$ cat src/pkg/fhp_pkg.sv
// Constants and carriers for the flash header parser and protection checker.
// Assumes a byte-wide flash read port and a single pclk domain.
package fhp_pkg;
   localparam int ADDR_W = 18;
   localparam int SECTOR_COUNT = 256;
   localparam int SECTOR_BYTES = 1024;
   localparam int SECTOR_SHIFT = 10;
   localparam logic [ADDR_W-1:0] HDR_BASE = 18'h00000;
   localparam logic [ADDR_W-1:0] HDR_LAST = 18'h00016;
   localparam logic [ADDR_W-1:0] HDR_CFG = 18'h00000;
   localparam logic [ADDR_W-1:0] HDR_PTR_LO = 18'h00003;
   localparam logic [ADDR_W-1:0] HDR_PTR_HI = 18'h00004;
   localparam logic [ADDR_W-1:0] HDR_SYS0 = 18'h00005;
   localparam logic [ADDR_W-1:0] HDR_CUSTOM = 18'h00017;
   localparam int ENTRY_BYTES = 6;
   localparam int SYS_MACROS = 3;
   localparam logic [7:0] ERASED_BYTE = 8'hff;
   localparam logic [4:0] CFG_PATTERN = 5'h19;
   localparam int BIT_READ_GUARD = 2;
   localparam int BIT_WRITE_GUARD = 1;
   localparam int BIT_CHIP_ERASE_GUARD = 0;
   localparam logic [7:0] CFG_RESET = 8'hcf;
   localparam int FLASH_LATENCY = 1;
   // APB map
   localparam logic [7:0] REG_STATUS = 8'h00;
   localparam logic [7:0] REG_CFG = 8'h04;
   localparam logic [7:0] REG_PTR = 8'h08;
   localparam logic [7:0] REG_SLOT_IDX = 8'h0c;
   localparam logic [7:0] REG_SLOT_START = 8'h10;
   localparam logic [7:0] REG_SLOT_END = 8'h14;
   localparam logic [7:0] REG_CMD_ADDR = 8'h18;
   localparam logic [7:0] REG_CMD = 8'h1c;
   localparam logic [7:0] REG_CUSTOM_BASE = 8'h20;
   localparam logic [7:0] REG_SYS_EMPTY = 8'h24;
   localparam int ST_READY = 0;
   localparam int ST_ERR = 1;
   localparam int ST_ACCEPT = 2;
   localparam int ST_REFUSE = 3;
   typedef enum logic [2:0] {
      FHP_OP_READ, FHP_OP_PLAY, FHP_OP_WRITE, FHP_OP_SECTOR_ERASE, FHP_OP_CHIP_ERASE
   } fhp_op_e;
   typedef struct packed {
      logic psel;
      logic penable;
      logic pwrite;
      logic [7:0] paddr;
      logic [31:0] pwdata;
   } fhp_apb_req_s;
   typedef struct packed {
      logic [23:0] start_addr;
      logic [23:0] end_addr;
   } fhp_entry_s;
endpackage

$ cat src/logic/fhp_slot_mem.sv
// Small memory for the three system macro index entries.
// Assumes one writer and one reader on pclk; read data are registered.
`timescale 1ns/1ps
module fhp_slot_mem import fhp_pkg::*; #(
   parameter int DEPTH = 3
) (
   // Clock
   input wire logic pclk,
   // Write side
   input wire logic wr_en,
   input wire logic [1:0] wr_idx,
   input wire logic [2:0] wr_byte,
   input wire logic [7:0] wr_data,
   // Read side
   input wire logic [1:0] rd_idx,
   output fhp_entry_s rd_data
);
   logic [7:0] mem [DEPTH][ENTRY_BYTES];

   always_ff @(posedge pclk) begin
      if (wr_en) begin
         mem[wr_idx][wr_byte] <= wr_data;
      end
   end

   // Start from bytes 0..2, end from 3..5, each low byte first
   always_ff @(posedge pclk) begin
      rd_data <= {mem[rd_idx][2], mem[rd_idx][1], mem[rd_idx][0],
                  mem[rd_idx][5], mem[rd_idx][4], mem[rd_idx][3]};
   end
endmodule // fhp_slot_mem

$ cat src/logic/fhp_top.sv
// Flash header parser and protection checker with an APB register slave.
// Assumes a flash byte read port with fixed one-cycle latency on pclk.
// Behaviour
// - Flash is 256 sectors of 1024 bytes; sector is address over 1024.
// - Header is fetched from byte address zero after reset.
// - Header of at least 23 bytes (0x00 to 0x16) is expected at memory start.
// - Byte 0 is protection config; bytes 3 and 4 the pointer.
// - Multi-byte fields assemble least significant byte first.
// - From byte 5 each index entry is three-byte start, three-byte end.
// - Three system macro slots sit at bytes 0x05 to 0x16 in order.
// - A system slot of all ones is an empty macro.
// - Custom macro entries start at 0x17; prompt entries follow, six bytes each.
// - Without user data, prompt then macro data follow contiguously.
// - Locations past the image read as erased all-ones bytes.
// - Protected region runs from zero to end of the pointer's sector.
// - Config bits 7:3 are 11001; bits 2,1,0 guard read, write, erase.
// - Chip-erase guard refuses mass erase, sector erase still allowed.
// - Write guard refuses writes and sector erases in protected region.
// - Write guard alone still allows mass erase.
// - Read guard refuses protected reads and playback and sets error.
// - 0xCF means no protection; 0xC8 means all three guards.
// - Protection loads at power-up; edits apply after next chip reset.
// - Macro indices 0 to 2 are system; custom macros start at 3.
//
// The implementer's own choices: the register addresses and the APB interface to the registers.
`timescale 1ns/1ps
module fhp_top import fhp_pkg::*; #(
   parameter int ADDR_WIDTH = ADDR_W
) (
   // Clock and reset
   input wire logic pclk,
   input wire logic presetn,
   // APB slave
   input wire logic psel,
   input wire logic penable,
   input wire logic pwrite,
   input wire logic [7:0] paddr,
   input wire logic [31:0] pwdata,
   output logic [31:0] prdata,
   output logic pready,
   output logic pslverr,
   // Flash read port
   output logic flash_rd_en,
   output logic [ADDR_WIDTH-1:0] flash_rd_addr,
   input wire logic [7:0] flash_rd_data,
   // Checked command out to the flash sequencer
   output logic cmd_go,
   output logic [2:0] cmd_op,
   output logic [ADDR_WIDTH-1:0] cmd_addr,
   output logic header_ready
);
   typedef enum logic [1:0] {FHP_FETCH, FHP_WAIT, FHP_DONE} fhp_state_e;

   fhp_state_e state_q;
   logic [ADDR_WIDTH-1:0] fetch_addr_q;
   logic [ADDR_WIDTH-1:0] got_addr_q;
   logic got_valid_q;
   logic [7:0] protection_config_byte_q;
   logic [15:0] protected_memory_pointer_q;
   logic [2:0] sys_empty_q;
   logic [1:0] slot_idx_q;
   logic [ADDR_WIDTH-1:0] cmd_addr_q;
   logic error_q;
   logic accept_q;
   logic refuse_q;
   logic cmd_valid_q;
   fhp_op_e cmd_op_q;
   fhp_entry_s slot_rd;
   logic slot_wr_en;
   logic [1:0] slot_wr_idx;
   logic [2:0] slot_wr_byte;
   logic [ADDR_WIDTH-1:0] slot_off;
   logic apb_acc;
   logic apb_wr;
   logic read_guard;
   logic write_guard;
   logic chip_erase_guard;
   logic cfg_valid;
   logic refuse;
   fhp_op_e new_op;
   logic cmd_addr_wr;
   logic slot_idx_wr;
   logic cmd_wr;
   logic status_wr;

   // Sector number of a byte address
   function automatic logic [7:0] sector_of(input logic [ADDR_WIDTH-1:0] a);
      sector_of = a[SECTOR_SHIFT +: 8];
   endfunction

   // Inside zero through end of pointer's sector
   function automatic logic in_protected(input logic [ADDR_WIDTH-1:0] a,
                                         input logic [15:0] ptr);
      logic [ADDR_WIDTH-1:0] p;
      p = {{(ADDR_WIDTH-16){1'b0}}, ptr};
      in_protected = sector_of(a) <= sector_of(p);
   endfunction

   // Write strobe for one register offset
   function automatic logic reg_write(input logic wr, input logic [7:0] a,
                                      input logic [7:0] off);
      reg_write = wr && a == off;
   endfunction

   // Offsets that hold a register; the rest answer with an error
   function automatic logic reg_mapped(input logic [7:0] a);
      case (a)
         REG_STATUS, REG_CFG, REG_PTR, REG_SLOT_IDX, REG_SLOT_START,
         REG_SLOT_END, REG_CMD_ADDR, REG_CMD, REG_CUSTOM_BASE,
         REG_SYS_EMPTY: reg_mapped = 1'b1;
         default: reg_mapped = 1'b0;
      endcase
   endfunction

   // Writes land on the edge where pready is high, never earlier
   assign apb_acc = psel && penable;
   assign apb_wr = apb_acc && pwrite && pready && reg_mapped(paddr);
   assign cmd_addr_wr = reg_write(apb_wr, paddr, REG_CMD_ADDR);
   assign slot_idx_wr = reg_write(apb_wr, paddr, REG_SLOT_IDX);
   assign cmd_wr = reg_write(apb_wr, paddr, REG_CMD) && header_ready;
   assign status_wr = reg_write(apb_wr, paddr, REG_STATUS);

   // Header fetch: one address out per two cycles, bytes 0x00..0x16
   // Stops after the last system slot; custom and prompt entries are not read
   always_ff @(posedge pclk or negedge presetn) begin
      if (!presetn) begin
         state_q <= FHP_FETCH;
         fetch_addr_q <= HDR_BASE;
      end else begin
         case (state_q)
            FHP_FETCH: begin
               state_q <= FHP_WAIT;
            end
            FHP_WAIT: begin
               if (fetch_addr_q == HDR_LAST) begin
                  state_q <= FHP_DONE;
               end else begin
                  fetch_addr_q <= fetch_addr_q + 1'b1;
                  state_q <= FHP_FETCH;
               end
            end
            FHP_DONE: begin
               state_q <= FHP_DONE;
            end
            default: begin
               state_q <= FHP_FETCH;
            end
         endcase
      end
   end

   // Read strobe and address leave from flops, so the flash sees clean edges
   // Ready stays up until the next reset; nothing else clears it
   always_ff @(posedge pclk or negedge presetn) begin
      if (!presetn) begin
         flash_rd_en <= 1'b0;
         flash_rd_addr <= '0;
         header_ready <= 1'b0;
      end else begin
         flash_rd_en <= (state_q == FHP_FETCH);
         flash_rd_addr <= fetch_addr_q;
         header_ready <= (state_q == FHP_DONE);
      end
   end

   // Returned byte tagged with its address
   // Fixed one-cycle latency lets the sent address name the byte
   always_ff @(posedge pclk or negedge presetn) begin
      if (!presetn) begin
         got_valid_q <= 1'b0;
         got_addr_q <= '0;
      end else begin
         got_valid_q <= flash_rd_en;
         got_addr_q <= flash_rd_addr;
      end
   end

   // Latched only during the reset-time fetch, so later edits wait for reset
   // Pointer bytes arrive low first, so each half has its own slot
   always_ff @(posedge pclk or negedge presetn) begin
      if (!presetn) begin
         protection_config_byte_q <= CFG_RESET;
         protected_memory_pointer_q <= '0;
      end else if (got_valid_q && state_q != FHP_DONE) begin
         if (got_addr_q == HDR_CFG) begin
            protection_config_byte_q <= flash_rd_data;
         end
         if (got_addr_q == HDR_PTR_LO) begin
            protected_memory_pointer_q[7:0] <= flash_rd_data;
         end
         if (got_addr_q == HDR_PTR_HI) begin
            protected_memory_pointer_q[15:8] <= flash_rd_data;
         end
      end
   end

   // System slots: bytes 0x05..0x16, six per slot
   assign slot_off = got_addr_q - HDR_SYS0;
   assign slot_wr_en = got_valid_q && got_addr_q >= HDR_SYS0 && got_addr_q <= HDR_LAST;
   assign slot_wr_idx = slot_off[4:0] < 5'd6 ? 2'd0 : (slot_off[4:0] < 5'd12 ? 2'd1 : 2'd2);
   assign slot_wr_byte = 3'(slot_off[4:0] - 5'(32'(slot_wr_idx) * ENTRY_BYTES));

   always_ff @(posedge pclk or negedge presetn) begin
      if (!presetn) begin
         sys_empty_q <= '1;
      end else if (slot_wr_en && flash_rd_data != ERASED_BYTE) begin
         sys_empty_q[slot_wr_idx] <= 1'b0;
      end
   end

   fhp_slot_mem #(.DEPTH(SYS_MACROS)) u_slots (
      .pclk(pclk),
      .wr_en(slot_wr_en),
      .wr_idx(slot_wr_idx),
      .wr_byte(slot_wr_byte),
      .wr_data(flash_rd_data),
      .rd_idx(slot_idx_q),
      .rd_data(slot_rd)
   );

   // Guards active low; wrong pattern falls back to all guards on
   // Only the latched copy is consulted, never the flash itself
   assign cfg_valid = protection_config_byte_q[7:3] == CFG_PATTERN;
   assign read_guard = !cfg_valid || !protection_config_byte_q[BIT_READ_GUARD];
   assign write_guard = !cfg_valid || !protection_config_byte_q[BIT_WRITE_GUARD];
   assign chip_erase_guard = !cfg_valid || !protection_config_byte_q[BIT_CHIP_ERASE_GUARD];
   assign new_op = fhp_op_e'(pwdata[2:0]);

   always_comb begin
      case (new_op)
         FHP_OP_READ, FHP_OP_PLAY:
            refuse = read_guard && in_protected(cmd_addr_q, protected_memory_pointer_q);
         FHP_OP_WRITE, FHP_OP_SECTOR_ERASE:
            refuse = write_guard && in_protected(cmd_addr_q, protected_memory_pointer_q);
         FHP_OP_CHIP_ERASE:
            refuse = chip_erase_guard;
         default:
            refuse = 1'b1;
      endcase
   end

   // Command address
   always_ff @(posedge pclk or negedge presetn) begin
      if (!presetn) begin
         cmd_addr_q <= '0;
      end else if (cmd_addr_wr) begin
         cmd_addr_q <= pwdata[ADDR_WIDTH-1:0];
      end
   end

   // Slot index from pwdata[1:0]; a value of 3 there, past the last slot, leaves the index alone
   always_ff @(posedge pclk or negedge presetn) begin
      if (!presetn) begin
         slot_idx_q <= '0;
      end else if (slot_idx_wr && pwdata[1:0] < 2'(SYS_MACROS)) begin
         slot_idx_q <= pwdata[1:0];
      end
   end

   // Command check; only issued once header is parsed
   always_ff @(posedge pclk or negedge presetn) begin
      if (!presetn) begin
         cmd_valid_q <= 1'b0;
         cmd_op_q <= FHP_OP_READ;
         accept_q <= 1'b0;
         refuse_q <= 1'b0;
      end else begin
         cmd_valid_q <= 1'b0;
         if (cmd_wr) begin
            cmd_op_q <= new_op;
            cmd_valid_q <= !refuse;
            accept_q <= !refuse;
            refuse_q <= refuse;
         end
      end
   end

   // Error flag: set wins over a write-one clear
   always_ff @(posedge pclk or negedge presetn) begin
      if (!presetn) begin
         error_q <= 1'b0;
      end else if (cmd_wr && refuse &&
                   (new_op == FHP_OP_READ || new_op == FHP_OP_PLAY)) begin
         error_q <= 1'b1;
      end else if (status_wr && pwdata[ST_ERR]) begin
         error_q <= 1'b0;
      end
   end

   // Checked command goes out one cycle after the check, as a single pulse
   // Op and address follow cmd_op_q and cmd_addr_q between pulses; only cmd_go marks a new one
   always_ff @(posedge pclk or negedge presetn) begin
      if (!presetn) begin
         cmd_go <= 1'b0;
         cmd_op <= '0;
         cmd_addr <= '0;
      end else begin
         cmd_go <= cmd_valid_q;
         cmd_op <= cmd_op_q;
         cmd_addr <= cmd_addr_q;
      end
   end

   // APB: one wait state so slot memory read data settle
   always_ff @(posedge pclk or negedge presetn) begin
      if (!presetn) begin
         pready <= 1'b0;
      end else begin
         pready <= apb_acc && !pready;
      end
   end

   // Unmapped offsets answer with an error and ignore writes
   always_ff @(posedge pclk or negedge presetn) begin
      if (!presetn) begin
         pslverr <= 1'b0;
      end else begin
         pslverr <= apb_acc && !pready && !reg_mapped(paddr);
      end
   end

   // Read data stand for the single pready cycle, zero otherwise
   always_ff @(posedge pclk or negedge presetn) begin
      if (!presetn) begin
         prdata <= '0;
      end else begin
         prdata <= '0;
         if (apb_acc && !pready) begin
            case (paddr)
               REG_STATUS:
                  prdata <= {28'h0000000, refuse_q, accept_q, error_q, header_ready};
               REG_CFG: prdata <= {24'h000000, protection_config_byte_q};
               REG_PTR: prdata <= {16'h0000, protected_memory_pointer_q};
               REG_SLOT_IDX: prdata <= {30'h00000000, slot_idx_q};
               // Entry addresses pass as stored; contiguous data need no offset
               REG_SLOT_START: prdata <= {8'h00, slot_rd.start_addr};
               REG_SLOT_END: prdata <= {8'h00, slot_rd.end_addr};
               REG_CMD_ADDR: prdata <= {{(32-ADDR_WIDTH){1'b0}}, cmd_addr_q};
               REG_CMD: prdata <= {29'h00000000, cmd_op_q};
               REG_CUSTOM_BASE: prdata <= {{(32-ADDR_WIDTH){1'b0}}, HDR_CUSTOM};
               REG_SYS_EMPTY: prdata <= {29'h00000000, sys_empty_q};
               default: prdata <= '0;
            endcase
         end
      end
   end
endmodule // fhp_top

$ cat config.mk
export PLATFORM = sky130hd
export DESIGN_NAME = fhp_top
export DESIGN_NICKNAME = d
export VERILOG_FILES = /design/src/pkg/fhp_pkg.sv /design/src/logic/fhp_slot_mem.sv /design/src/logic/fhp_top.sv
export SDC_FILE = /design/constraint.sdc
export NUM_CORES = 1
export LEC_CHECK = 0
export ABC_CLOCK_PERIOD_IN_PS = 5600
export BUFFER_PORTS_ARGS = -buffer_cell sky130_fd_sc_hd__buf_2
export CELL_PAD_IN_SITES_DETAIL_PLACEMENT = 1
export CELL_PAD_IN_SITES_GLOBAL_PLACEMENT = 2
export CORE_MARGIN = 2
export CORE_UTILIZATION = 42
export DETAILED_ROUTE_END_ITERATION = 6
export PLACE_DENSITY = 0.77
export SETUP_SLACK_MARGIN = 0.15
export SLEW_MARGIN = 20
export SYNTH_ARGS = -nofsm -noshare
export SYNTH_HDL_FRONTEND = slang
export SYNTH_HIERARCHICAL = 1
export SYNTH_SLANG_ARGS = --single-unit
$ cat constraint.sdc
create_clock -name pclk -period 5.6 [get_ports pclk]
set_input_delay 0.28 -clock pclk [delete_from_list [all_inputs] [get_ports pclk]]
set_output_delay 0.28 -clock pclk [all_outputs]
set_load 0.1 [all_outputs]
Yosys cells after proc, flatten, opt, wreduce, memory -nomap -nowiden
Memory sizes are Yosys's and may differ from the RTL's. A register that Yosys moved wholly into a read port is not among the register bits.
Cells that the tools add are included.
{"block": "totals", "regBits": 169, "ram_bits": 144, "output_inout_bits": 76, "elab_cells": 127, "n_memories": 1}
{"memory": "u_slots.mem", "depth": 3, "width": 48, "read_ports": 1, "rd_ports_with_merged_regs": 1, "wr": 1, "line": "fhp_slot_mem.sv:18", "text": "logic [7:0] mem [DEPTH][ENTRY_BYTES];"}
{"block": "op_classes", "add_sub_neg": 3, "mul": 1, "n_lt_le_gt_ge": 10, "eq_ne": 21, "muxes": 17, "n_bitwise": 4, "n_reduce_logical": 46}
{"op": "24-bit case mux with 10 select lines", "n": 1}
{"op": "48-bit two-way mux", "n": 1}
{"op": "8-bit by 5-bit == test with 1-bit output, second input constant", "n": 4}
{"op": "8-bit demux with 3-bit select", "n": 1}
{"op": "24-bit two-way mux", "n": 1}
{"op": "1-bit logical AND", "n": 23}
{"op": "18-bit by 1-bit adder with 18-bit output, second input constant", "n": 1}
{"op": "18-bit by 2-bit == test with 1-bit output, second input constant", "n": 1}
{"op": "18-bit by 3-bit == test with 1-bit output, second input constant", "n": 1}
{"op": "18-bit by 5-bit == test with 1-bit output, second input constant", "n": 1}
{"op": "18-bit by 3-bit greater-or-equal comparator with 1-bit output, second input constant", "n": 1}
{"op": "18-bit by 5-bit <= comparator with 1-bit output, second input constant", "n": 1}
{"op": "18-bit logical NOT", "n": 1}
{"op": "8-bit by 4-bit == test with 1-bit output, second input constant", "n": 2}
{"op": "8-bit by 6-bit == test with 1-bit output, second input constant", "n": 2}
{"op": "10-bit OR reduction", "n": 1}
{"op": "8-bit by 3-bit == test with 1-bit output, second input constant", "n": 1}
{"op": "8-bit by 6-bit <= comparator with 1-bit output", "n": 1}
{"op": "8-bit logical NOT", "n": 1}
{"op": "8-bit two-way mux", "n": 1}
{"op": "8-bit != test, second input constant", "n": 1}
{"op": "2-bit AND reduction", "n": 4}
{"op": "1-bit logical NOT", "n": 7}
{"op": "3-bit by 2-bit == test with 1-bit output, second input constant", "n": 2}
{"op": "other kinds (30)", "n": 41}

Longest topological paths before layout
{"block": "logic_depth", "ltp_word": 12, "depth_mapped": 13, "mapped_depth_nobuf": 12}

Cells and area by module
The synthesis kept the hierarchy.
{"mod": "fhp_top", "n_inst": 1, "cells_each": 539, "area_each_um2": 6744.0}
{"mod": "fhp_slot_mem", "n_inst": 1, "cells_each": 380, "area_each_um2": 6446.2}

Worst setup path before layout
Ideal clock, no wire load.
{"block": "synth_timing", "path_type": "register to register", "from": "reg got_addr_q[0]", "to": "mem u_slots/mem[0][40] (netlist name), enable pin", "arrival_time_ns": 3.571, "t_required_ns": 5.230, "setup_slack_ns": 1.659, "path_stages_with_launch": 14, "cell_sequence": "dfrtp_1 inv_1 ha_1 clkbuf_1 or4b_2 o21ai_0 a21oi_1 o221ai_1 ha_1 xnor2_1 xnor2_1 xnor2_1 or4b_4 nor2_1"}
{"block": "synth_between", "elab_chain_cells": 12, "word_cells_on_any_way": 19, "classes_between": "add/sub (2); mul (1); order compare (6); mux (6); bitwise (1); reduce/logical (3)"}
{"item": "from (decl)", "line": "fhp_top.sv:56", "text": "logic [ADDR_WIDTH-1:0] got_addr_q;"}
{"item": "from (signal assigned)", "line": "fhp_top.sv:174", "text": "got_addr_q <= flash_rd_addr;"}
{"item": "5-bit by 3-bit subtractor with 5-bit output *", "line": "fhp_top.sv:198", "text": "assign slot_off = got_addr_q - HDR_SYS0;"}
{"item": "net slot_off[0]", "line": "fhp_top.sv:72", "text": "logic [ADDR_WIDTH-1:0] slot_off;"}
{"item": "5-bit by 4-bit < comparator with 1-bit output", "line": "fhp_top.sv:200", "text": "assign slot_wr_idx = slot_off[4:0] < 5'd6 ? 2'd0 : (slot_off[4:0] < 5'd12 ? 2'd1 : 2'd2);"}
{"item": "2-bit two-way mux", "line": "fhp_top.sv:200"}
{"item": "2-bit two-way mux *", "line": "fhp_top.sv:200"}
{"item": "net slot_wr_idx[0]", "line": "fhp_top.sv:70", "text": "logic [1:0] slot_wr_idx;"}
{"item": "2-bit by 1-bit multiplier with 2-bit output *", "line": "fhp_top.sv:201", "text": "assign slot_wr_byte = 3'(slot_off[4:0] - 5'(32'(slot_wr_idx) * ENTRY_BYTES));"}
{"item": "3-bit subtractor *", "line": "fhp_top.sv:201"}
{"item": "net slot_wr_byte[2]", "line": "fhp_top.sv:71", "text": "logic [2:0] slot_wr_byte;"}
{"item": "3-bit inverter with 4-bit output (not written as such) *", "line": "fhp_slot_mem.sv:22", "text": "mem[wr_idx][wr_byte] <= wr_data;"}
{"item": "4-bit greater-or-equal comparator (not written as such) / 4-bit by 1-bit < comparator with 1-bit output (equally long branches)", "line": "fhp_slot_mem.sv:22"}
{"item": "1-bit logical AND (not written as such)", "line": "fhp_slot_mem.sv:22"}
{"item": "8-bit two-way mux (not written as such)", "line": "fhp_slot_mem.sv:22"}
{"item": "8-bit demux with 3-bit select *", "line": "fhp_slot_mem.sv:22"}
{"item": "48-bit two-way mux (not written as such) *", "line": "fhp_slot_mem.sv:22"}
{"item": "to (decl)", "line": "fhp_slot_mem.sv:18"}
Mark *: on every way through the listed nets, which the timed path passes. The rest lies on a longest branch.

Worst setup path in the final report
Ends and elaborated chain as after synthesis.

==> results.toml <==
[cts]
htree_levels = 2
post-cts-setup-buffers = 0
cts_root_buf = "clkbuf_16"
clock-sinks = 352
cts_tree = "done"
cts_buffer_depth = 3
clock_transition_at_the_register_clock_pins_on_the_worst_setup_and_hold_paths_after_cts_ns = 0.06
post_cts_resize_count = 0
clock_insertion_delay_worst_skew_ns = 0.53
cts_buffers = 38

[layout]
final_design_area_no_fill_um2 = 15400
final_core_utilization_pct = 50.1
fin_nets = 1114
area_growth_pct = 16.8
antenna_cells_inserted = 0
layout_cell_share_with_drive_strength_beyond_1_pct = 22.0
final-instance-count-excl-fill = 1473

[power_and_ir_drop]
sw_frac_of_total_pct = 21.1
ir_drop_mv = 0.232
clock_power_share_pct = 45.5
combPwrFrac_pct = 3.0
total_power_mw = 5.25
power.switching_mw = 1.11
p_leak_nw = 6.21
pwr_density_cell_nw_per_um2 = 341
intPower_mw = 4.14
power.sequential.fraction_pct = 51.5

[placement]
place.detailed.hpwl_um = 19700
place.detailed.instances = 1389
post-place-ws_ns = 1.16
routability_congestion = 0.759
placement.cell_area_um2 = 14000
port_buffers = 106

[timing]
relSlewSlack_pct = 35.0
final_critical_path_setup_slack_ns = 1.13
max_slew.worst_pin.slew_ns = 0.975
final_min_period_over_clock_period_pct = 79.9
setup-tns-final_ns = 0
timing.final.hold_violations = 0
clock.fmax_ghz = 0.223
grt_setup_unrepaired = "false"
whs_ns = 0.0164
finalSetupViolations = 0
final-max-slew-violation-count = 0
final_critical_period_ns = 4.47
timing.clock.skew_ns = 0.0185

[worst_setup_path]
path_type_of_the_worst_setup_path = "reg2reg"
crit_required_ns = 5.75
critical_path.max_stage_delay_ns = 0.63
cpLargestDelayFamily = "simple AND/OR/NAND/NOR gates"
critPathLaunchType = "register"
worst_r2r_path_depth = 12
count_of_cell_instances_traversed_by_the_critical_path = 12
critical-path-top-cell-by-count = "xnor2_1"
timing.critical_path.fanout_max = 9
cells_along_the_critical_path = "inv_1, ha_1, or4b_2, o21ai_0, a21oi_1, o221ai_1, ha_1, xnor2_1, xnor2_1, xnor2_1, or4b_4, nor2_1"
cp_num_buf_inv = 1
critPathCaptureType = "register"
worst_ep_arrival_time_ns = 4.62
setup.reg_to_reg.worst_slack_ns = 1.13
timing.critical_path.slowest_stage_cell = "or4b_2"

[synthesis]
postSynth.asyncResetShare_pct = 45.5
combinational_family_with_the_most_area_after_synthesis = "simple AND/OR/NAND/NOR gates"
synth-xor-area-share_pct = 1.39
synthesis.area_um2 = 13200
synth_area_in_compound_gates_pct = 6.13
synth.yosys.warnings = 6
yosysUniqueCellTypes = 68
yosys.area.top_type = "edfxtp_1"
synthMuxAreaShare_pct = 9.07
syn-mean-instance-area_um2 = 14.4
synth.area.top_cells = "edfxtp_1, dfrtp_1, dfxtp_1"
synth_edf_count = 144
synth-main-ff-cell = "dfrtp_1"
synth_top_area_share_pct = 32.8
yosys.area_share.adder_pct = 1.33
sequential_area_share_after_synthesis_pct = 70.5
ys_ff_latch = 352
netlist_instances = 919
area_share_of_and_or_nand_nor_cells_after_synthesis_pct = 9.22

[global_route]
grt_start_max_net_pins = 99
grt.total_usage_pct = 19.0
antenna_found_initial = 1
first_pass_grt_wire_length_um = 48400
grt-ovfl-total = 0
number_of_global_route_vias_before_repair = 8135

[worst_hold_path]
worst_hold_path_type = "in2reg"
hold_depth = 2

[floorplan]
die_ht_um = 181
die_area_um2 = 32800
die_width_um = 181
rows = 64
effective_utilization_at_floorplan_pct = 42.9
ios = 129
placeableCoreArea_um2 = 30700

[route]
drtIter0Drc = 514
route.detailed.drc = 0
first_pass_iters = 5
via_density_per_instance = 5.26
avgRoutedWirePerCell_um = 20.7
detail-route-antenna-nets = 0
wirelength_um = 30500
route.vias.total = 7748

[flow_run]
cap_violations = 0

[outcome]
status = "completed"
-- state kept, by name (all words and copies together) (netlist names), 2 cells and up --
| register | flops |
|---|---|
| cmd_addr | 18 |
| cmd_addr_q | 18 |
| cmd_op | 3 |
| cmd_op_q | 3 |
| fetch_addr_q | 18 |
| flash_rd_addr | 18 |
| got_addr_q | 18 |
| prdata | 24 |
| protected_memory_pointer_q | 16 |
| protection_config_byte_q | 8 |
| slot_idx_q | 2 |
| state_q | 2 |
| sys_empty_q | 3 |
| u_slots/mem | 144 |
| u_slots/rd_data | 48 |
-- final cells by class --
cell class | count | area (µm²)
Clock buffer | 56 | 1090
Clock inverter | 14 | 121
Fill cell | 3067 | 15300
Inverter | 14 | 52.6
Multi-Input combinational cell | 515 | 3620
Sequential cell | 352 | 9300
Tap cell | 396 | 495
Timing Repair Buffer | 126 | 722
-- power groups by stage --
| stage | Clock (mW) | Combinational [mW] | Sequential (mW) |
|---|---|---|---|
| final | 2.39 | 0.160 | 2.70 |
| after global routing | 2.55 | 0.175 | 2.70 |
| after CTS | 2.45 | 0.164 | 2.70 |
| after detailed placement | 0 | 0.155 | 2.76 |
| after global placement | 0 | 0.153 | 2.75 |
| after floorplan | 0 | 0.0680 | 2.76 |
-- routing by layer --
metal  global-route usage (%)  share of wire (%)
met1                     27.0                 48
met2                     30.6                 46
met3                     2.94                4.0
met4                     4.94                1.8
met5                        0              0.036
-- cells by family (layout without fill, tap and decap cells) --
| family | count (synthesis) | after routing |
|---|---|---|
| other cells | 1 | 8 |
| mux | 112 | 112 |
| fa+ha+maj | 14 | 14 |
| buf+inv | 59 | 210 |
| xor+xnor | 21 | 21 |
| compound gates | 126 | 126 |
| simple gates | 234 | 234 |
| flops | 352 | 352 |
-- worst paths after layout --
| check | to | startpoint |
|---|---|---|
| setup reg to reg | u_slots/mem[0][40] | got_addr_q[0] |
| setup / recovery | u_slots/mem[0][40] | got_addr_q[0] |
| hold / removal | cmd_addr_q[15] | pwdata[15] |
| hold reg to reg | cmd_go | cmd_valid_q |
| min in group asynchronous | cmd_addr_q[0] | presetn |
| max in group asynchronous | prdata[20] | presetn |
-- synth_stat cells, types with 11 or more instances --
library cell / n
xnor2_1: 16
buf_2: 11
mux2_2: 49
edfxtp_1: 144
dfrtp_1: 151
clkbuf_1: 17
dfxtp_1: 48
o21ai_0: 36
o21ai_1: 20
buf_4: 11
inv_1: 14
a21oi_1: 14
nand2_1: 75
ha_1: 14
mux2i_1: 61
nor2_1: 63
nand3_1: 11
a22oi_1: 13
-- cell usage in the layout, fill, tap and decap left out, types with 7 or more instances in the layout --
master | synthesis | final
a21oi_1 | 14 | 14
a222oi_1 | 7 | 7
a22o_1 | 9 | 9
a22oi_1 | 13 | 13
and3_1 | 10 | 10
buf_2 | 11 | 105
clkbuf_1 | 17 | 12
clkbuf_16 | 0 | 39
conb_1 | 1 | 8
dfrtp_1 | 151 | 149
dfstp_2 | 9 | 9
dfxtp_1 | 48 | 48
dlygate4sd3_1 | 0 | 14
edfxtp_1 | 144 | 144
ha_1 | 14 | 14
inv_1 | 14 | 14
mux2_2 | 49 | 49
mux2i_1 | 61 | 61
nand2_1 | 75 | 75
nand2b_1 | 10 | 10
nand3_1 | 11 | 11
nor2_1 | 63 | 63
nor3_1 | 10 | 10
nor4_1 | 7 | 7
o21ai_0 | 36 | 36
o21ai_1 | 20 | 20
xnor2_1 | 16 | 16
-- repair_timing --
item | CTS | global route
endpoints found under the setup margin | 0 | 0
hold buffers | 14 | 0
hold endpoints to repair | 101 | 0
No activity file was read; power rests on OpenSTA's default activity.
